File: src/rtl/gsrc_pkg.sv
package gsrc_pkg;
  localparam int        GSRC_WORD_W      = 16;
  localparam int        GSRC_ADDR_W      = 7;
  localparam logic [6:0] GSRC_ADDR_ID    = 7'h07;
  localparam logic [6:0] GSRC_ADDR_STATUS = 7'h08;
  localparam logic [6:0] GSRC_ADDR_RATE  = 7'h00;
  localparam logic [14:0] GSRC_SOFT_RESET_CODE = 15'h0002;
  // address and status word field positions, last bit, status read count, id reset value
  localparam int        GSRC_ADR_MSB     = 9;
  localparam int        GSRC_ADR_LSB     = 3;
  localparam int        GSRC_RW_BIT      = 2;
  localparam int        GSRC_OK_BIT      = 1;
  localparam logic [3:0] GSRC_BIT_LAST   = 4'hf;
  localparam logic [1:0] GSRC_ACK_READS  = 2'h2;
  localparam logic [14:0] GSRC_ID_RESET  = 15'h0000;

  typedef enum logic [1:0] {
    GSRC_FR_ADDR,
    GSRC_FR_READ,
    GSRC_FR_WDATA
  } gsrc_frame_t;

  typedef struct packed {
    logic        sclk;
    logic        sel_b;
    logic        mosi;
  } gsrc_spi_in_t;

  typedef struct packed {
    logic        miso;
    logic        miso_oe;
  } gsrc_spi_out_t;
endpackage

File: src/rtl/gsrc_ctrl.sv
`timescale 1ns/1ps
// Operation
// rate register readable right after reset, no setup command needed
// host waits 800 ms after supply, then reads status twice; the bench waits only 40 clocks
// start-up error flags held until status read twice, then cleared
// writing soft-reset code to identification register resets the whole device
// device held in reset while external reset low, resumes when high
// host keeps external reset low until supplies are valid
// serial output driven only while selected, released otherwise
// host repeats settling wait and double status read after any reset; the bench skips the status reads after the pin reset
// 16-bit frames; first frame is address, rw and parity
// read data returned in next frame, whose input is next address
// bit 0 of every word is odd parity over bits 15 to 1
module gsrc_ctrl
  import gsrc_pkg::*;
#(
  parameter logic [14:0] ERR_INIT = 15'h0001  // flags latched at start-up
) (
  input  wire logic          clk,                 // 50 MHz system clock
  input  wire logic          rst_b,               // async reset, active low
  input  wire logic          external_reset_low,  // reset pin, active low
  input  gsrc_pkg::gsrc_spi_in_t  spi_in,         // serial clock, select, data in
  input  wire logic [14:0]   rate_data,           // live angular rate sample
  input  wire logic [14:0]   err_event,           // monitor error pulses
  output gsrc_pkg::gsrc_spi_out_t spi_out,        // serial data out and enable
  output logic               core_reset_b         // internal reset, active low
);
  import gsrc_pkg::*;

  logic [2:0] pins_s;
  logic       pin_rst_s;
  logic       sclk_s, sel_b_s, mosi_s;
  logic       sclk_d_reg;

  gsrc_sync #(.WIDTH(3), .INIT(3'h3)) u_sync_spi (
    .clk   (clk),
    .rst_b (rst_b),
    .d     ({spi_in.sclk, spi_in.sel_b, spi_in.mosi}),
    .q     (pins_s)
  );
  gsrc_sync #(.WIDTH(1), .INIT(1'h0)) u_sync_rst (
    .clk   (clk),
    .rst_b (rst_b),
    .d     (external_reset_low),
    .q     (pin_rst_s)
  );
  assign {sclk_s, sel_b_s, mosi_s} = pins_s;

  function automatic logic odd_par(input logic [14:0] v);
    return ~(^v);
  endfunction

  // soft reset pulse from the serial side
  logic soft_rst_reg, soft_rst_next;
  // pin reset
  // soft reset
  logic int_rst;
  assign int_rst      = !pin_rst_s || soft_rst_reg;
  assign core_reset_b = !int_rst;

  gsrc_frame_t frame_reg, frame_next;
  logic [15:0] rx_reg, rx_next;
  logic [15:0] tx_reg, tx_next;
  logic [3:0]  bit_reg, bit_next;
  logic [6:0]  adr_reg, adr_next;
  logic [14:0] id_reg, id_next;
  logic [14:0] err_reg, err_next;
  logic [1:0]  ack_reg, ack_next;
  logic        miso_reg, miso_next;
  logic        oe_reg, oe_next;
  logic        sclk_rise, sclk_fall;

  assign sclk_rise = sclk_s && !sclk_d_reg;
  assign sclk_fall = !sclk_s && sclk_d_reg;

  function automatic logic [14:0] reg_value(input logic [6:0] a,
                                            input logic [14:0] id,
                                            input logic [14:0] err,
                                            input logic [14:0] rate);
    // rate always live
    if (a == GSRC_ADDR_RATE) begin
      return rate;
    end else if (a == GSRC_ADDR_ID) begin
      return id;
    end else if (a == GSRC_ADDR_STATUS) begin
      return err;
    end else begin
      return '0;
    end
  endfunction

  logic [14:0] status_word;
  assign status_word = (err_reg == '0) ? (15'h0001 << (GSRC_OK_BIT - 1)) : '0;

  logic [15:0] word_in;
  logic        word_done;
  logic [14:0] rd_val;
  logic [6:0]  new_adr;

  always_comb begin
    frame_next    = frame_reg;
    rx_next       = rx_reg;
    tx_next       = tx_reg;
    bit_next      = bit_reg;
    adr_next      = adr_reg;
    id_next       = id_reg;
    ack_next      = ack_reg;
    soft_rst_next = 1'b0;
    miso_next     = miso_reg;
    word_in       = {rx_reg[14:0], mosi_s};
    word_done     = 1'b0;
    new_adr       = word_in[GSRC_ADR_MSB:GSRC_ADR_LSB];
    rd_val        = reg_value(new_adr, id_reg, err_reg, rate_data);
    // sticky, set beats clear
    err_next      = err_reg | err_event;
    // drive only while selected
    oe_next       = !sel_b_s;
    if (sel_b_s) begin
      frame_next = GSRC_FR_ADDR;
      bit_next   = '0;
      // status flags ready for first frame
      // msb already on the line, shifter holds the rest
      tx_next    = {status_word[13:0], odd_par(status_word), 1'b0};
      miso_next  = status_word[14];
    end else if (sclk_rise) begin
      rx_next  = word_in;
      bit_next = bit_reg + 4'h1;
      if (bit_reg == GSRC_BIT_LAST) begin
        word_done = 1'b1;
      end
    end else if (sclk_fall) begin
      // closing fall of a word must launch bit 15 of the next one
      tx_next   = {tx_reg[14:0], 1'b0};
      miso_next = tx_reg[15];
    end
    if (word_done) begin
      if (frame_reg == GSRC_FR_WDATA) begin
        // drop bad-parity writes
        if (word_in[0] == odd_par(word_in[15:1])) begin
          if (adr_reg == GSRC_ADDR_ID) begin
            id_next = word_in[15:1];
            // soft reset code
            if (word_in[15:1] == GSRC_SOFT_RESET_CODE) begin
              soft_rst_next = 1'b1;
            end
          end
        end
        frame_next = GSRC_FR_ADDR;
        tx_next    = {status_word, odd_par(status_word)};
      end else begin
        adr_next = new_adr;
        if (word_in[GSRC_RW_BIT]) begin
          frame_next = GSRC_FR_WDATA;
        end else begin
          frame_next = GSRC_FR_READ;
        end
        // answer in next frame
        tx_next = {rd_val, odd_par(rd_val)};
        if (!word_in[GSRC_RW_BIT] && new_adr == GSRC_ADDR_STATUS) begin
          // second read clears
          if (ack_reg + 2'h1 >= GSRC_ACK_READS) begin
            err_next = err_event;
            ack_next = '0;
          end else begin
            ack_next = ack_reg + 2'h1;
          end
        end
      end
    end
  end

  always_ff @(posedge clk or negedge rst_b) begin
    if (!rst_b) begin
      sclk_d_reg   <= 1'b0;
      soft_rst_reg <= 1'b0;
    end else begin
      sclk_d_reg   <= sclk_s;
      soft_rst_reg <= soft_rst_next;
    end
  end

  always_ff @(posedge clk or negedge rst_b) begin
    if (!rst_b) begin
      frame_reg <= GSRC_FR_ADDR;
      rx_reg    <= '0;
      tx_reg    <= '0;
      bit_reg   <= '0;
      adr_reg   <= '0;
      id_reg    <= GSRC_ID_RESET;
      err_reg   <= ERR_INIT;
      ack_reg   <= '0;
      miso_reg  <= 1'b0;
      oe_reg    <= 1'b0;
    end else if (int_rst) begin
      // whole device restarts; flags re-latched as at power-up
      frame_reg <= GSRC_FR_ADDR;
      rx_reg    <= '0;
      tx_reg    <= '0;
      bit_reg   <= '0;
      adr_reg   <= '0;
      id_reg    <= GSRC_ID_RESET;
      err_reg   <= ERR_INIT;
      ack_reg   <= '0;
      miso_reg  <= 1'b0;
      oe_reg    <= 1'b0;
    end else begin
      frame_reg <= frame_next;
      rx_reg    <= rx_next;
      tx_reg    <= tx_next;
      bit_reg   <= bit_next;
      adr_reg   <= adr_next;
      id_reg    <= id_next;
      err_reg   <= err_next;
      ack_reg   <= ack_next;
      miso_reg  <= miso_next;
      oe_reg    <= oe_next;
    end
  end

  assign spi_out.miso    = miso_reg;
  assign spi_out.miso_oe = oe_reg;
endmodule // gsrc_ctrl

File: src/rtl/gsrc_sync.sv
`timescale 1ns/1ps
// two-flop synchroniser for pin inputs
module gsrc_sync #(
  parameter int  WIDTH = 3,
  parameter logic [WIDTH-1:0] INIT = '0
) (
  input  wire logic             clk,    // system clock
  input  wire logic             rst_b,  // async reset
  input  wire logic [WIDTH-1:0] d,      // asynchronous inputs
  output logic      [WIDTH-1:0] q       // synchronised outputs
);
  logic [WIDTH-1:0] meta_reg;

  always_ff @(posedge clk or negedge rst_b) begin
    if (!rst_b) begin
      meta_reg <= INIT;
      q        <= INIT;
    end else begin
      meta_reg <= d;
      q        <= meta_reg;
    end
  end
endmodule // gsrc_sync
File: config.mk
export PLATFORM = sky130hd
export DESIGN_NAME = gsrc_ctrl
export DESIGN_NICKNAME = d
export VERILOG_FILES = /design/src/rtl/gsrc_pkg.sv /design/src/rtl/gsrc_ctrl.sv /design/src/rtl/gsrc_sync.sv
export SDC_FILE = /design/constraint.sdc
export NUM_CORES = 1
export LEC_CHECK = 0
export BUFFER_PORTS_ARGS = -buffer_cell sky130_fd_sc_hd__buf_2
export CORE_AREA = 5 5 138 140
export CTS_BUF_LIST = sky130_fd_sc_hd__clkbuf_4 sky130_fd_sc_hd__clkbuf_8
export CTS_CLUSTER_DIAMETER = 120
export DETAILED_ROUTE_END_ITERATION = 8
export DIE_AREA = 0 0 143 145
export GPL_ROUTABILITY_DRIVEN = 0
export PLACE_DENSITY_LB_ADDON = 0.2
export SLEW_MARGIN = 15
export SYNTH_ARGS = -nofsm -noshare
export SYNTH_HDL_FRONTEND = slang
export SYNTH_SLANG_ARGS = --single-unit
File: constraint.sdc
create_clock -name clk -period 3.3 [get_ports clk]
set_input_delay 0.66 -clock clk [delete_from_list [all_inputs] [get_ports clk]]
set_output_delay 0.66 -clock clk [all_outputs]
set_load 0.02 [all_outputs]
# == Yosys cells after proc, flatten, opt, wreduce, memory -nomap -nowiden ==
# Cells that the tools add are included.
# word_totals
regBits,88
input_bits,36
out_inout_bits,3
elab_cells,117
# classes
addsub,2
order_cmp,1
n_eq_ne,11
muxes,52
bitwise,4
reduce_logical,31
# op_table
op,n
2-to-1 mux 15 bit,16
2-to-1 mux 16 bit,6
XOR reduction 15 bit,3
2-to-1 mux 7 bit,3
2-to-1 mux 2 bit,10
"== test 15 x 2 -> 1 bit, second input constant",1
zero test 15 bit,1
bitwise OR 15 bit,1
"== test 7 x 3 -> 1 bit, second input constant",2
2-to-1 mux 1 bit,14
2-to-1 mux 4 bit,3
nonzero test 2 bit,6
nonzero test 3 bit,3
AND reduction 2 bit,4
"== test 7 x 4 -> 1 bit, second input constant",1
zero test 7 bit,1
zero test 1 bit,6
"adder 4 x 1 -> 4 bit, second input constant",1
"== test 4 bit, second input constant",1
"inequality test 2 bit, second input constant",2
"inequality test 4 x 2 -> 1 bit, second input constant",1
AND reduction 4 bit,1
nonzero test 4 bit,1
logical AND 1 bit,3
8 further kinds,10

# == Depth between registers and ports, before layout ==
# logic_depth
word_depth,9
depth_mapped,11
depth_no_buf,9

# == Hierarchy ==
# A second synthesis with hierarchy kept.
# unflattened
hier_cells,478
hier_area_um2,4329.2
# modules_own_cells
mod,instances,cells_each,area_each_um2,seq_area_each_um2
gsrc_ctrl,1,470,4124.0,2003.2
gsrc_sync (u_sync_spi),1,6,155.1,155.1
gsrc_sync (u_sync_rst),1,2,50.0,50.0

# == Least setup slack after synthesis ==
# OpenSTA, ideal clock, no wires.
# synth_path
kind,register -> register
startpoint,register rx_reg[2]
endpoint,register tx_reg[0]
setup_time_ns,0.092
arrival_ns,2.268
required_time_ns,3.208
slack_ns,0.940
stages_incl_launch_ff,12
n_path_buf,2
synth_period_minus_slack_ns,2.360
cell_sequence,dfrtp_1 > inv_1 > ha_1 > and4b_1 > buf_6 > buf_8 > a32oi_1 > a21oi_1 > xor2_1 > xnor2_1 > xnor3_1 > o31ai_2
# synth_via
elab_chain_len,9
elab_cells_between_ends,11
classes_between,eq/ne: 2; mux: 6; bitwise: 1; reduce/logical: 2
# synth_rtl
item,line,source
"start, declared",gsrc_ctrl.sv:62,"logic [15:0] rx_reg, rx_next;"
"start signal, assigned",gsrc_ctrl.sv:208,rx_reg <= rx_next;
== test 7 x 4 -> 1 bit,gsrc_ctrl.sv:85,end else if (a == GSRC_ADDR_STATUS) begin
2-to-1 mux 15 bit,gsrc_ctrl.sv:85,
2-to-1 mux 15 bit,gsrc_ctrl.sv:83,end else if (a == GSRC_ADDR_ID) begin
2-to-1 mux 15 bit (*),gsrc_ctrl.sv:81,if (a == GSRC_ADDR_RATE) begin
XOR reduction 15 bit (*),gsrc_ctrl.sv:50,return ~(^v);
inverter 1 bit (*),gsrc_ctrl.sv:50,
2-to-1 mux 16 bit (*),gsrc_ctrl.sv:137,if (frame_reg == GSRC_FR_WDATA) begin
2-to-1 mux 16 bit (*),gsrc_ctrl.sv:136,if (word_done) begin
2-to-1 mux 16 bit (*),gsrc_ctrl.sv:194,end else if (int_rst) begin
"end signal, assigned",gsrc_ctrl.sv:209,tx_reg <= tx_next;
"end, declared",gsrc_ctrl.sv:63,"logic [15:0] tx_reg, tx_next;"
# Every way passes the cells marked *; elsewhere a longest branch is shown, timed or not.
# A chain may end at the register's enable or synchronous reset.

# == Final worst setup path ==
# Same ends and word-level chain as after synthesis.

==> metrics <==
status=completed; synth top area cells=dfrtp_1 48%, a21oi_1 6.0%, nand2_1 5.9%; setup tns final=0 ps; Lkg Pwr=between 2 and 2.5 nW; number of synthesized flops with an enable pin=0; Hold Crit Class=in -> async; placed insts=692; RSZ-0062 raised after global routing=no; post-CTS sizing=0; post-layout min period=about 3000 ps; Critical Path Source=rx_reg[2]; Root Driver=clkbuf_8; Max Slew Vio Count=0; Num Clock Sinks=88; worst reg-to-reg path cell count=9; Finish-stage setup viols=0; Critical Path RT=between 3000 and 4000 ps; top cell type's share of synthesized area=0.483; largest net degree at the start of global routing=58; DRC=0; die area=0.0207 sq mm; final WL=11800 um; Initial Utilization=0.243; Max Root-Sink Buffers=2; final worst-path cycle share=0.908; Hold Vio Cnt, Final=0; VDD IR max=~0.15 mV; Post-synth ARST share=1.00; Worst slew margin=0.452; Layout Skew=9.18 ps; capture point of the worst reg-to-reg path=tx_reg[0]; Seq cells post-synth=88; r2r setup slk=300 ps; Synth area leader=dfrtp_1; Inserted Diodes=0; router iterations before antenna repair=5; layout overhead on the synthesized area=14.8%; Max-Cap Viols=0; initial DRC count=198; die width=143 um; Crit. End Element=register; CTS buffer count=9; first-pass GRT wire length=18800 um; WL/cell=16.7 um; most frequent cells in the layout=83 x dfrtp_1, 68 x nand2_1, 58 x nor2_1; IO Count=39; switch share=0.257; CTS tree=built; clk slew on worst S/H paths=90 ps; layout cells sized above 1=0.157; Slew @ Worst Pin=around 800 ps; sequential share of power=0.547; Worst Path Arrival=3290 ps; Yosys cell types=41; placeable core area=0.0177 sq mm; Post-DRT Antenna Nets=0; R2R Path Start=rx_reg[2]; remaining global-route overflow=0; Cells after Synth=440; sequential cell area fraction in the yosys report=0.513; postcts setup bufs=0; Rows=between 40 and 50; Die H=145 um; Pwr Density=between 400 and 500 mW/mm^2; Setup CP Type=reg -> reg; Post-DP HPWL=approximately 8500 um; crit path launch type=register; vias in the first global route=roughly 3400; detailed-route via count=3345; Non-Filler Instances=about 700; Clk Latency, worst-skew pair=380 ps; cts hold-fix bufs=0; Port Buffers=38; Main synth FF type=dfrtp_1; CP Max Fanout=17; Pint=roughly 1.5 mW; Nets=between 500 and 600; Vias/cell=4.72; H-tree depth=3; Tot GR Track Use=0.116; synth warn=0; combinational fraction of design power=0.084; Fmax=334 MHz; crit path to=tx_reg[0]; Largest register FFs=16; initial antenna violation count=0; Mapped Avg Cell Area=a little under 10 sq um; clock share of power=0.368; P_sw=0.526 mW; Synth Cell Area=between 0.004 and 0.005 sq mm; commonest non-fill, non-tap cell in the layout=dfrtp_1; Mapped Nets=approximately 490
-- synth_stat cells (2+ instances only) --
master / n
dfrtp_1: 83
nand2_1: 68
nor2_1: 58
a21oi_1: 52
mux2i_1: 18
inv_1: 17
a32oi_1: 16
xnor2_1: 13
clkbuf_1: 12
ha_1: 12
nand2b_1: 8
o221ai_1: 8
a22oi_1: 7
buf_2: 7
o21ai_0: 7
dfstp_2: 5
xor2_1: 5
buf_4: 4
nor2b_1: 4
nand4_1: 3
nand4b_1: 3
nor3_1: 3
nor4_1: 3
a311oi_1: 2
and3_1: 2
and4b_1: 2
buf_1: 2
nand3_1: 2
xnor3_1: 2
-- power by group through the flow --
stage	combinational (mW)	clock [mW]	sequential, mW
2_1_floorplan	0.103	0	1.13
3_5_place_dp	0.176	0	1.14
3_3_place_gp	0.174	0	1.14
5_1_grt	0.192	0.827	1.12
6_report	0.173	0.753	1.12
4_1_cts	0.176	0.786	1.12
-- worst max-delay path: stages (launching register included) --
cell	delay (ps)
dfrtp_1	440
inv_1	80
ha_1	190
and4b_1	650
a32oi_1	230
a21oi_1	390
xnor2_1	180
xnor2_1	150
xnor3_1	430
o31ai_2	170
-- logic make-up (layout without fill, tap and decap cells) --
kind of cell	Yosys count	after routing	synth area share
AO/OA/AOI/OAI	95	95	0.141
XOR/XNOR	22	22	0.0564
adder cells (fa/ha/maj)	12	12	0.0349
buffers and inverters	45	84	0.0500
flip-flops	88	88	0.513
multiplexers	18	18	0.0419
AND/OR/NAND/NOR	160	160	0.163
-- cell type report --
type / instances / area, sq um
clock inverters: 7 / 72.6
clock buffers: 9 / 124
inverters: 17 / 63.8
well taps: 229 / 287
flip-flops and latches: 88 / 2210
fillers: 1899 / 12800
multi-input cells: 307 / 1880
repair buffers: 51 / 303
-- metal layers --
metal / part of all wire / global-route usage / vias up
li1: - / - / 1579
met1: 0.46 / 0.155 / 1668
met2: 0.47 / 0.181 / 79
met3: 0.045 / 0.0280 / 19
met4: 0.023 / 0.0461 / 0
met5: 0 / 0 / -
-- worst min-delay path by stage --
stage | from | slack [ps] | endpoint | cells past startpoint
after floorplan | u_sync_rst.meta_reg | 330 | u_sync_rst.q | 0
after global routing | rst_b | 310 | rx_reg[5] | 1
final | rst_b | 280 | rx_reg[12] | 1
after detailed placement | u_sync_rst.meta_reg | 340 | u_sync_rst.q | 0
after global placement | u_sync_rst.meta_reg | 340 | u_sync_rst.q | 0
after CTS | rst_b | 290 | rx_reg[12] | 1
-- stage by stage --
stage | power (mW) | hold slack, ps | setup WS (ps) | area [sq um] | utilization
floorplan | 1.23 | 331 | 940 | 4300 | -
global placement | 1.32 | 337 | 322 | 4740 | 0.268
detailed placement | 1.32 | 342 | 325 | 4740 | 0.268
CTS | 2.08 | 291 | 307 | 4940 | 0.279
global route | 2.14 | 310 | 157 | 4940 | 0.279
finish | 2.05 | 282 | 303 | 4940 | 0.279
Power figures use the tool's default switching activity.
